<file path="config.mk">
export PLATFORM = sky130hd
export DESIGN_NAME = ampblk_regs
export DESIGN_NICKNAME = d
export VERILOG_FILES = /design/src/verilog/ampblk_pkg.sv /design/src/verilog/ampblk_regs.sv
export VERILOG_INCLUDE_DIRS = /design/src /design/src/verilog
export SDC_FILE = /design/constraint.sdc
export NUM_CORES = 1
export LEC_CHECK = 0
export ABC_AREA = 1
export BUFFER_PORTS_ARGS = -buffer_cell sky130_fd_sc_hd__buf_2
export CORE_MARGIN = 3
export CORE_UTILIZATION = 50
export DETAILED_ROUTE_END_ITERATION = 16
export MAX_ROUTING_LAYER = met4
export PLACE_DENSITY = 0.81
export SYNTH_ARGS = -nofsm -noshare
export SYNTH_HDL_FRONTEND = slang
export SYNTH_SLANG_ARGS = --single-unit
</file>
<file path="constraint.sdc">
create_clock -name clk -period 2.15 [get_ports clk]
set_input_delay 0.215 -clock clk [delete_from_list [all_inputs] [get_ports clk]]
set_output_delay 0.215 -clock clk [all_outputs]
set_load 0.01 [all_outputs]
</file>
<file path="src/verilog/ampblk_defs.svh">
// constants for the amplifier block configuration registers
// Function
// - Top bit 31 gates power, drivers and pump of both opamps
// - Control bits 1:0 set power level
// - Control bit 2 selects output driver
// - Never both output drivers active together
// - Control bit 11 enables charge pump
// - Compensation bits 1:0 select level
// - Set switch bit closes its switch
// - Clear alias ones open matching switches
// - Switch bit 21 permits cross-driver routing
// - Opamp zero plus inputs bits 0,2,3
// - Opamp one plus inputs bits 0,1,4
// - Bit 8 pin, bit 14 feedback minus
// - Switch bit 18 drives each opamp's own converter bus request
`ifndef AMPBLK_DEFS_SVH
`define AMPBLK_DEFS_SVH
`define AMPBLK_ADDR_W 4
`define AMPBLK_OFS_TOP 4'h0
`define AMPBLK_OFS_CTRL0 4'h1
`define AMPBLK_OFS_CTRL1 4'h2
`define AMPBLK_OFS_COMP0 4'h3
`define AMPBLK_OFS_COMP1 4'h4
`define AMPBLK_OFS_SW0 4'h5
`define AMPBLK_OFS_SW1 4'h6
`define AMPBLK_OFS_CLR0 4'h7
`define AMPBLK_OFS_CLR1 4'h8
`define AMPBLK_BIT_ENABLE 31
`define AMPBLK_BIT_DRIVE 2
`define AMPBLK_BIT_PUMP 11
`define AMPBLK_BIT_XROUTE 21
`define AMPBLK_BIT_OBUS 18
`define AMPBLK_BIT_NEG_PIN 8
`define AMPBLK_BIT_NEG_FB 14
`define AMPBLK_BIT_P0_BUS 0
`define AMPBLK_BIT_P0_PIN_A 2
`define AMPBLK_BIT_P0_PIN_B 3
`define AMPBLK_BIT_P1_BUS 0
`define AMPBLK_BIT_P1_PIN_A 1
`define AMPBLK_BIT_P1_PIN_B 4
`define AMPBLK_CTRL_MASK 32'h0000_0807
`define AMPBLK_TOP_MASK 32'h8000_0000
`define AMPBLK_COMP_MASK 32'h0000_0003
`define AMPBLK_ZERO 32'h0000_0000
`define AMPBLK_PWR_OFF 2'h0
`endif

</file>
<file path="src/verilog/ampblk_pkg.sv">
// types for the amplifier block configuration registers
package ampblk_pkg;
    typedef enum logic [1:0] {
        AMPBLK_PWR_OFF_E = 2'b00,
        AMPBLK_PWR_LOW_E = 2'b01,
        AMPBLK_PWR_MED_E = 2'b10,
        AMPBLK_PWR_HIGH_E = 2'b11
    } ampblk_power_t;

    typedef struct packed {
        logic enable;
        logic charge_pump_on;
        ampblk_power_t power_level;
        logic low_drive_on;
        logic high_drive_on;
        logic [1:0] compensation_level;
        logic cross_route_ok;
        logic pos_bus;
        logic pos_pin_a;
        logic pos_pin_b;
        logic neg_pin;
        logic neg_feedback;
        logic conv_bus_request;
        logic [31:0] switches;
    } ampblk_opamp_t;

    typedef struct packed {
        logic [31:0] top;
        logic [31:0] ctrl0;
        logic [31:0] ctrl1;
        logic [31:0] comp0;
        logic [31:0] comp1;
        logic [31:0] sw0;
        logic [31:0] sw1;
        logic [31:0] rdata;
    } ampblk_state_t;
endpackage

</file>
<file path="src/verilog/ampblk_regs.sv">
// register bank and analog control decode for the dual opamp block
//
// The register addresses and strobed register access are this design's own decisions.
`timescale 1ns/1ns
`include "ampblk_defs.svh"
module ampblk_regs
(
    input wire logic clk,
    input wire logic sys_rst,
    input wire logic [`AMPBLK_ADDR_W-1:0] addr,
    input wire logic [31:0] wdata,
    input wire logic wr,
    input wire logic rd,
    output logic [31:0] rdata,
    output ampblk_pkg::ampblk_opamp_t opamp0,
    output ampblk_pkg::ampblk_opamp_t opamp1
);
    ampblk_pkg::ampblk_state_t st;
    ampblk_pkg::ampblk_state_t next_st;

    // analog view of one opamp from its registers
    function automatic ampblk_pkg::ampblk_opamp_t decode(
        input logic [31:0] top,
        input logic [31:0] ctrl,
        input logic [31:0] comp,
        input logic [31:0] sw,
        input logic is_one
    );
        ampblk_pkg::ampblk_opamp_t o;
        logic en;
        logic live;
        en = top[`AMPBLK_BIT_ENABLE];
        live = en && (ctrl[1:0] != `AMPBLK_PWR_OFF);
        o.enable = en;
        o.power_level = en ? ampblk_pkg::ampblk_power_t'(ctrl[1:0])
            : ampblk_pkg::AMPBLK_PWR_OFF_E;
        o.charge_pump_on = en && ctrl[`AMPBLK_BIT_PUMP];
        // one select bit feeds both enables, so overlap is impossible
        o.high_drive_on = live && ctrl[`AMPBLK_BIT_DRIVE];
        o.low_drive_on = live && !ctrl[`AMPBLK_BIT_DRIVE];
        o.compensation_level = comp[1:0];
        o.cross_route_ok = sw[`AMPBLK_BIT_XROUTE];
        // switches follow the stored bits directly
        o.switches = sw;
        if (is_one)
        begin
            o.pos_bus = sw[`AMPBLK_BIT_P1_BUS];
            o.pos_pin_a = sw[`AMPBLK_BIT_P1_PIN_A];
            o.pos_pin_b = sw[`AMPBLK_BIT_P1_PIN_B];
        end
        else
        begin
            o.pos_bus = sw[`AMPBLK_BIT_P0_BUS];
            o.pos_pin_a = sw[`AMPBLK_BIT_P0_PIN_A];
            o.pos_pin_b = sw[`AMPBLK_BIT_P0_PIN_B];
        end
        o.neg_pin = sw[`AMPBLK_BIT_NEG_PIN];
        o.neg_feedback = sw[`AMPBLK_BIT_NEG_FB];
        // only a request: the converter side must also agree
        o.conv_bus_request = sw[`AMPBLK_BIT_OBUS];
        return o;
    endfunction

    always_comb
    begin
        next_st = st;
        next_st.rdata = `AMPBLK_ZERO;
        if (wr)
        begin
            if (addr == `AMPBLK_OFS_TOP)
                next_st.top = wdata & `AMPBLK_TOP_MASK;
            else if (addr == `AMPBLK_OFS_CTRL0)
                next_st.ctrl0 = wdata & `AMPBLK_CTRL_MASK;
            else if (addr == `AMPBLK_OFS_CTRL1)
                next_st.ctrl1 = wdata & `AMPBLK_CTRL_MASK;
            else if (addr == `AMPBLK_OFS_COMP0)
                next_st.comp0 = wdata & `AMPBLK_COMP_MASK;
            else if (addr == `AMPBLK_OFS_COMP1)
                next_st.comp1 = wdata & `AMPBLK_COMP_MASK;
            else if (addr == `AMPBLK_OFS_SW0)
                next_st.sw0 = wdata;
            else if (addr == `AMPBLK_OFS_SW1)
                next_st.sw1 = wdata;
            else if (addr == `AMPBLK_OFS_CLR0)
                next_st.sw0 = st.sw0 & ~wdata;
            else if (addr == `AMPBLK_OFS_CLR1)
                next_st.sw1 = st.sw1 & ~wdata;
        end
        if (rd)
        begin
            if (addr == `AMPBLK_OFS_TOP)
                next_st.rdata = st.top;
            else if (addr == `AMPBLK_OFS_CTRL0)
                next_st.rdata = st.ctrl0;
            else if (addr == `AMPBLK_OFS_CTRL1)
                next_st.rdata = st.ctrl1;
            else if (addr == `AMPBLK_OFS_COMP0)
                next_st.rdata = st.comp0;
            else if (addr == `AMPBLK_OFS_COMP1)
                next_st.rdata = st.comp1;
            else if (addr == `AMPBLK_OFS_SW0)
                next_st.rdata = st.sw0;
            else if (addr == `AMPBLK_OFS_SW1)
                next_st.rdata = st.sw1;
            else
                next_st.rdata = `AMPBLK_ZERO;
        end
    end

    always_ff @(posedge clk)
    begin
        if (sys_rst)
        begin
            st <= '0;
        end
        else
        begin
            st <= next_st;
        end
    end

    assign rdata = st.rdata;
    assign opamp0 = decode(st.top, st.ctrl0, st.comp0, st.sw0, 1'b0);
    assign opamp1 = decode(st.top, st.ctrl1, st.comp1, st.sw1, 1'b1);
endmodule

</file>
## Yosys cells after proc, flatten, opt, wreduce, memory -nomap -nowiden

Cells that the tools add are included.

| storage, ports and cells | value |
|---|---|
| flip-flop bits (word level) | 109 |
| input port bits | 40 |
| output and inout port bits | 126 |
| word-level logic and storage cells | 70 |

| cells by class | value |
|---|---|
| eq/ne operators | 10 |
| multiplexer cells | 15 |
| bitwise gates (word level) | 10 |
| reductions and logical operators | 25 |

Operators with widths:

| kind | number |
|---|---|
| two-way mux 32 bit | 13 |
| bitwise AND 32 bit | 2 |
| NOT 32 bit | 1 |
| == test 4 x 3 -> 1 bit, second input constant | 4 |
| AND reduction 9 bit | 1 |
| == test 4 x 2 -> 1 bit, second input constant | 2 |
| logical AND 1 bit | 8 |
| AND reduction 8 bit | 1 |
| nonzero test 2 bit | 4 |
| NOT 1 bit | 7 |
| OR reduction 7 bit | 1 |
| AND reduction 6 bit | 1 |
| AND reduction 5 bit | 1 |
| == test 4 x 1 -> 1 bit, second input constant | 1 |
| == test 4 bit, second input constant | 1 |
| logical NOT 4 bit | 1 |
| two-way mux 2 bit | 2 |
| != test 2 bit, second input constant | 2 |
| AND reduction 4 bit | 1 |
| AND reduction 3 bit | 1 |
| OR reduction 3 bit | 1 |
| logical NOT 1 bit | 2 |
| AND reduction 2 bit | 1 |
| OR reduction 2 bit | 1 |

## Depth between registers and ports, before layout

Gate-level depths: netlist of the first run.

| depth | value |
|---|---|
| depth after elaboration | 8 |
| gate-level depth with buffers | 9 |
| depth with buffers taken out | 9 |

## Worst setup path after synthesis of the first run

Ideal clock, no wire load.

| timing | value |
|---|---|
| kind | input to register |
| start | in wr |
| end | reg st (netlist bit opamp0[0]) |
| setup time | 132 ps |
| data arrival time | 1,058 ps |
| required time | 2,018 ps |
| path slack | 960 ps |
| stages | 5 |
| path buffers | 2 |
| path through | clkbuf_1 > nand4_1 > clkbuf_1 > o211ai_1 > a21oi_1 |

| between the ends | value |
|---|---|
| cells in the longest elaborated chain, start to end | 1 |

RTL lines:

| item | line | RTL |
|---|---|---|
| start: declaration | ampblk_regs.sv:12 | `input wire logic wr,` |
| AND reduction 8 bit (no source line) | -- |  |
| end signal: assignment | ampblk_regs.sv:118 | `st <= next_st;` |
| end: declaration | ampblk_regs.sv:18 | `ampblk_pkg::ampblk_state_t st;` |

Every way passes these cells.
A chain may end at the register's enable or synchronous reset.

==> results of run 1 <==
sequential cells by signal, indices dropped and copies added, names as in the netlist:
name	count
opamp0	35
st	8
opamp1	34
rdata	32
area by class of cell:
type                            instances  area share [%]
Inverter                               57            3.71
Sequential cell                       109            37.8
Multi-Input combinational cell        442            36.1
Clock inverter                          6           0.781
Clock buffer                           10            2.21
Tap cell                              136            2.95
Timing Repair Buffer                  178            16.4
cell usage in the layout, fill, tap and decap left out, types with 14 or more instances in the layout:
master,netlist,routed
o21ai_0,43,43
o211ai_1,15,15
buf_2,11,165
nand3_1,77,77
nor2_1,14,14
nand2_1,145,144
dfxtp_1,109,109
a21oi_1,104,104
o21ai_1,32,32
inv_1,52,52
power by group through the flow:
stage	clock [W]	sequential, W	combinational (W)
6_report	0.00113	0.00205	0.000282
4_1_cts	0.00116	0.00205	0.000282
3_5_place_dp	0	0.00209	0.000281
5_1_grt	0.00126	0.00205	0.000316
2_1_floorplan	0	0.00209	0.000186
3_3_place_gp	0	0.00209	0.000279
how the worst max path moves through the flow:
stage	startpoint	cells after the start	end
after floorplan	wr	5	opamp0[0]$_SDFFE_PP0P_
after detailed placement	addr[1]	9	st[171]$_SDFFE_PP0P_
after CTS	opamp0[46]$_SDFFE_PP0P_	5	opamp1[42]
after global placement	addr[1]	9	st[162]$_SDFFE_PP0P_
final	opamp0[46]$_SDFFE_PP0P_	5	opamp1[42]
after global routing	opamp0[46]$_SDFFE_PP0P_	5	opamp1[42]
layer usage:
layer  vias to the layer above  global-route usage (%)  part of all wire (%)
met5                         -                       -                     0
met4                         0                    6.00                   1.5
met3                        18                    4.95                   7.3
met2                       191                    35.7                    48
met1                      2160                    29.1                    44
li1                       2467                       -                     -
through the flow:
| stage | utilization, % | std cells |
|---|---|---|
| after detailed placement | 53.0 | 922 |
| final | 54.7 | 938 |
| after CTS | 54.7 | 938 |
| after global routing | 54.7 | 938 |
| after global placement | 53.0 | 922 |
| after floorplan | - | 769 |
Yosys cell counts:
cell      number
nand3_1       77
nand4_1        3
o21a_1         1
o21ai_0       43
nand2_2        1
o21ai_1       32
a21oi_1      104
buf_2         11
nor3_1         2
clkbuf_1      25
nand4_2        1
inv_1         52
dfxtp_1      109
a31oi_1        2
nand2_1      145
o211ai_1      15
buf_4        123
buf_6          2
nor2_2         1
nor2_1        14
nor2_4         1
inv_2          5
tightest hold or removal path: cells and delay by family:
kind | cells | cell delay (ps)
buf+inv | 1 | 100
simple gates | 1 | 50
compound gates | 1 | 50
logic make-up (layout without fill, tap and decap cells):
kind of cell           count (synthesis)  count (layout)  share of synthesized area (%)
flip-flops                           109             109                           39.2
buffers and inverters                218             251                           23.5
AO/OA/AOI/OAI                        197             197                           18.5
AND/OR/NAND/NOR                      245             245                           18.8
==> flow_summary.json, run 1 <==
{
  "fmax_ghz": 0.629,
  "rsz0062_at_grt": "no",
  "cts.sinks": 109,
  "fin_hold_ws_ps": 101,
  "core.rowCount": 37,
  "cts_setup_buffers": 0,
  "crit_chain": "nand2_1 -> inv_1 -> nor2_1 -> nor2_1 -> buf_2",
  "max_stage_delay_ps": 560,
  "netlist.area_leader.share_pct": 39.2,
  "report.final.slew_viol_count": 0,
  "syn_area_per_cell_um2": 7.24,
  "crit_buf_inv": 2,
  "clk-insertion-delay-late_ps": 360,
  "hold_class": "input port to flop",
  "drtPass1Iterations": 5,
  "min_to": "opamp0[12]$_SDFFE_PP0P_",
  "reg2reg_depth": 6,
  "swShare_pct": 26.2,
  "grt_overflow_total": 0,
  "final.fill_count": 1027,
  "worst-path-max-fanout": 10,
  "start_util_pct": 52.7,
  "ys_seq_area_share_pct": 39.2,
  "antenna_found_initial": 0,
  "min_path_cells": 3,
  "ioPinCount": 166,
  "grt_use_total_pct": 22.5,
  "nets": 837,
  "syn_inst": 769,
  "outcome": "complete, no violations",
  "vias_per_cell": 5.16,
  "cp_top_family": "flip-flops",
  "syn_area_um2": 5570,
  "p_total_w": 0.00345,
  "seqPwrFrac_pct": 59.3,
  "synth_area_leaders": "dfxtp_1 39%, buf_4 17%, nand2_1 9.8%",
  "n_antenna_cell": 0,
  "pre_cts_ws_ps": 447,
  "reg2reg_slack_ps": 1230,
  "htreeDepth": 3,
  "clk_pin_slew_ps": 110,
  "multi_input_area_um2": 2080,
  "p_sw_w": 0.000905,
  "post-route-period-util_pct": 74.0,
  "critical_path_required_ps": 1930,
  "fin_skew_ps": 11.6,
  "holdBufCountCts": 0,
  "drive_above_1_share_pct": 25.3,
  "hold_path.startpoint": "wdata[12]",
  "dpl_cell_area_um2": 5600,
  "pwr-share-comb_pct": 8.2,
  "grt_max_degree": 55,
  "ys_warn_count": 0,
  "worst_slew_pin_slew_ps": 618,
  "io_buffers": 165,
  "routabilityCongestion": 0.876,
  "rr_startpoint": "opamp1[0]$_SDFFE_PP0P_",
  "p_leak_nw": 2.58,
  "regArea_um2": 2180,
  "worstReg2RegEnd": "rdata[0]$_SDFF_PP0_",
  "dr.first_iter.drc_count": 489,
  "worst_slack_ps": 560,
  "critPathKind": "flop to output pin",
  "end_kind": "output pin",
  "antenna_left": 0,
  "ys_types": 22,
  "start_kind": "flop",
  "grt_pass1_wl_um": 22700,
  "wl_per_cell_um": 14.4,
  "synthesis.nets": 809,
  "clkPwrFrac_pct": 32.6,
  "areaGrowthSynthToFinish_pct": 3.66,
  "dieArea_um2": 12400,
  "cts_tree": "built",
  "die_h_um": 112,
  "tns_ps": 0,
  "relSlewSlack_pct": 58.8,
  "p_per_area_nw_per_um2": 598,
  "setup_viol": 0,
  "cpMostUsedCell": "nor2_1",
  "wl_um": 13500,
  "cts_resized": 0,
  "grt_pass1_vias": 4518,
  "die_x_um": 112,
  "root_buffer": "clkbuf_8",
  "intPower_w": 0.00255,
  "ys_ff_latch": 109,
  "drc": 0,
  "cp.arrival_ps": 1380,
  "design_area_um2": 5770,
  "num_vias": 4836,
  "fin_crit_ps": 1590,
  "ir_worst_vdd_mv": 0.334,
  "crit_slowest_cell": "dfxtp_1",
  "hold_viol_final": 0,
  "dpl.hpwl_um": 9300,
  "yosys.area.top_type": "dfxtp_1",
  "cts_buffer_depth": 2,
  "numCtsBuffers": 9,
  "core_region_area_um2": 10600,
  "drv_cap": 0
}
No activity file was read; power rests on OpenSTA's default activity.
==> run 2, diff against run 1 <==
- clock period: 2.15 -> 1.6 ns (I/O delays scaled with it)
==> run 2 against run 1 <==
Combinational power increased by 45%. Die area unchanged. Clock skew decreased by 5.3 ps. Critical endpoint is now opamp0[42]. Routed wire length increased by 4.3%. Sequential power increased by 34%. Non-clock buffer count increased by 11. Utilization increased by 1.3 points. Final cell count increased by 0.96%. Largest power group unchanged. Largest cell class unchanged. Final area increased by 2.4%. Count of clock-buffer cells in the layout increased by 3. Flip-flop and latch count unchanged.
==> flow_summary.json, run 2 (synthesis gave the netlist of run 1 again) <==
{
  "outcome": "complete, no violations",
  "antenna_found_initial": 0,
  "drc": 0,
  "critical_path_required_ps": 1440,
  "die_h_um": 112,
  "hold_class": "input port to flop",
  "grt_overflow_total": 0,
  "hold_path.startpoint": "wdata[29]",
  "tns_ps": 0,
  "start_util_pct": 52.7,
  "n_antenna_cell": 0,
  "ioPinCount": 166,
  "design_area_um2": 5910,
  "cp_num_cells": 5,
  "wl_um": 14100,
  "cts_tree": "built",
  "post-route-period-util_pct": 86.6,
  "worst_slew_pin_slew_ps": 602,
  "max_stage_delay_ps": 450,
  "relSlewSlack_pct": 59.9,
  "grt_use_total_pct": 23.0,
  "setup_viol": 0,
  "routabilityCongestion": 0.929,
  "reg2reg_depth": 6,
  "fin_skew_ps": 6.34,
  "critPathKind": "flop to output pin",
  "start_kind": "flop",
  "largest_register_ff_count": 35,
  "fmax_ghz": 0.722,
  "mostFrequentLayoutCells": "165 x buf_2, 144 x nand2_1, 108 x dfxtp_1",
  "num_vias": 4971,
  "die_x_um": 112,
  "holdBufCountCts": 0,
  "cp.arrival_ps": 1230,
  "drive_above_1_share_pct": 26.1,
  "cts.sinks": 109,
  "dpl.hpwl_um": 9960,
  "dpl_cell_area_um2": 5740,
  "ir_worst_vdd_mv": 0.617,
  "clk-insertion-delay-late_ps": 360,
  "dr.first_iter.drc_count": 466,
  "nets": 848,
  "hold_viol_final": 0,
  "p_per_area_nw_per_um2": 791,
  "areaGrowthSynthToFinish_pct": 6.18,
  "cts_buffer_depth": 2,
  "crit_slowest_cell": "dfxtp_2",
  "clk_pin_slew_ps": 100,
  "min_path_cells": 3,
  "reg2reg_slack_ps": 720,
  "crit_buf_inv": 2,
  "grt_max_degree": 55,
  "core.rowCount": 37,
  "core_region_area_um2": 10600,
  "rr_startpoint": "opamp1[1]$_SDFFE_PP0P_",
  "dieArea_um2": 12400,
  "htreeDepth": 3,
  "worst-path-max-fanout": 10,
  "wl_per_cell_um": 14.9,
  "p_leak_nw": 2.65,
  "worstReg2RegEnd": "rdata[1]$_SDFF_PP0_",
  "grt_pass1_wl_um": 23200,
  "rsz0062_at_grt": "no",
  "end_kind": "output pin",
  "mostFrequentLayoutCell": "buf_2",
  "vias_per_cell": 5.25,
  "antenna_left": 0,
  "io_buffers": 165,
  "drtPass1Iterations": 5,
  "cp_top_family": "flip-flops",
  "fin_crit_ps": 1390,
  "numCtsBuffers": 9,
  "report.final.slew_viol_count": 0,
  "cpMostUsedCell": "nor2_1",
  "drv_cap": 0,
  "root_buffer": "clkbuf_8",
  "min_to": "opamp0[29]$_SDFFE_PP0P_",
  "crit_chain": "nand2_1 -> inv_1 -> nor2_1 -> nor2_1 -> buf_2",
  "grt_pass1_vias": 4666
}
run 2: cell type report:
cell class / count / area [um^2]
clock buffer: 13 / 159
fill: 1043 / 4640
sequential: 109 / 2180
clock inverter: 1 / 7.51
multi-input combinational: 442 / 2080
timing repair buffer: 189 / 1090
inverter: 57 / 214
tap: 136 / 170
run 2: per-layer routing:
metal	vias up	wire, um	track usage, %	share of wire, %
li1	2485	-	-	-
met4	0	210	6.89	1.5
met2	197	6870	37.6	49
met1	2272	6090	28.8	43
met3	17	918	4.57	6.5
met5	-	0	-	0
run 2: report_power, final:
part	internal, W	total (W)	switching (W)
Sequential	0.00273	0.00275	0.0000172
Combinational	0.000131	0.000409	0.000278
Clock	0.000639	0.00152	0.000877
run 2: worst max-delay path by stage:
stage	from	to	slack (ps)
2_1_floorplan	wr	opamp0[0]$_SDFFE_PP0P_	470
3_3_place_gp	addr[2]	opamp0[25]$_SDFFE_PP0P_	200
3_5_place_dp	addr[2]	opamp0[3]$_SDFFE_PP0P_	130
4_1_cts	opamp0[46]$_SDFFE_PP0P_	opamp1[42]	70
5_1_grt	opamp0[46]$_SDFFE_PP0P_	opamp1[42]	30
6_report	opamp0[46]$_SDFFE_PP0P_	opamp0[42]	210
run 2: timing repair:
action,CTS,global route
resized for setup,0,1
setup buffers,0,0
setup endpoints to repair,0,4
run 2: worst register-to-register path, stage by stage, from the launching register on:
cell	delay, ps
dfxtp_1	370
nand3_1	100
nand2_1	50
nor2_1	90
nand4_1	80
nand2_1	60
inv_1	40
run 2: stage by stage:
stage / setup WS (ps) / hold slack [ps] / std cells / util, % / total power [W]
5_1_grt: 27.2 / 43.9 / 947 / 56.0 / 0.00487
6_report: 215 / 61.4 / 947 / 56.0 / 0.00467
2_1_floorplan: 465 / 307 / 769 / - / 0.00306
4_1_cts: 66.4 / 42.3 / 947 / 56.0 / 0.00470
3_3_place_gp: 203 / 425 / 933 / 54.4 / 0.00321
3_5_place_dp: 133 / 431 / 933 / 54.4 / 0.00322
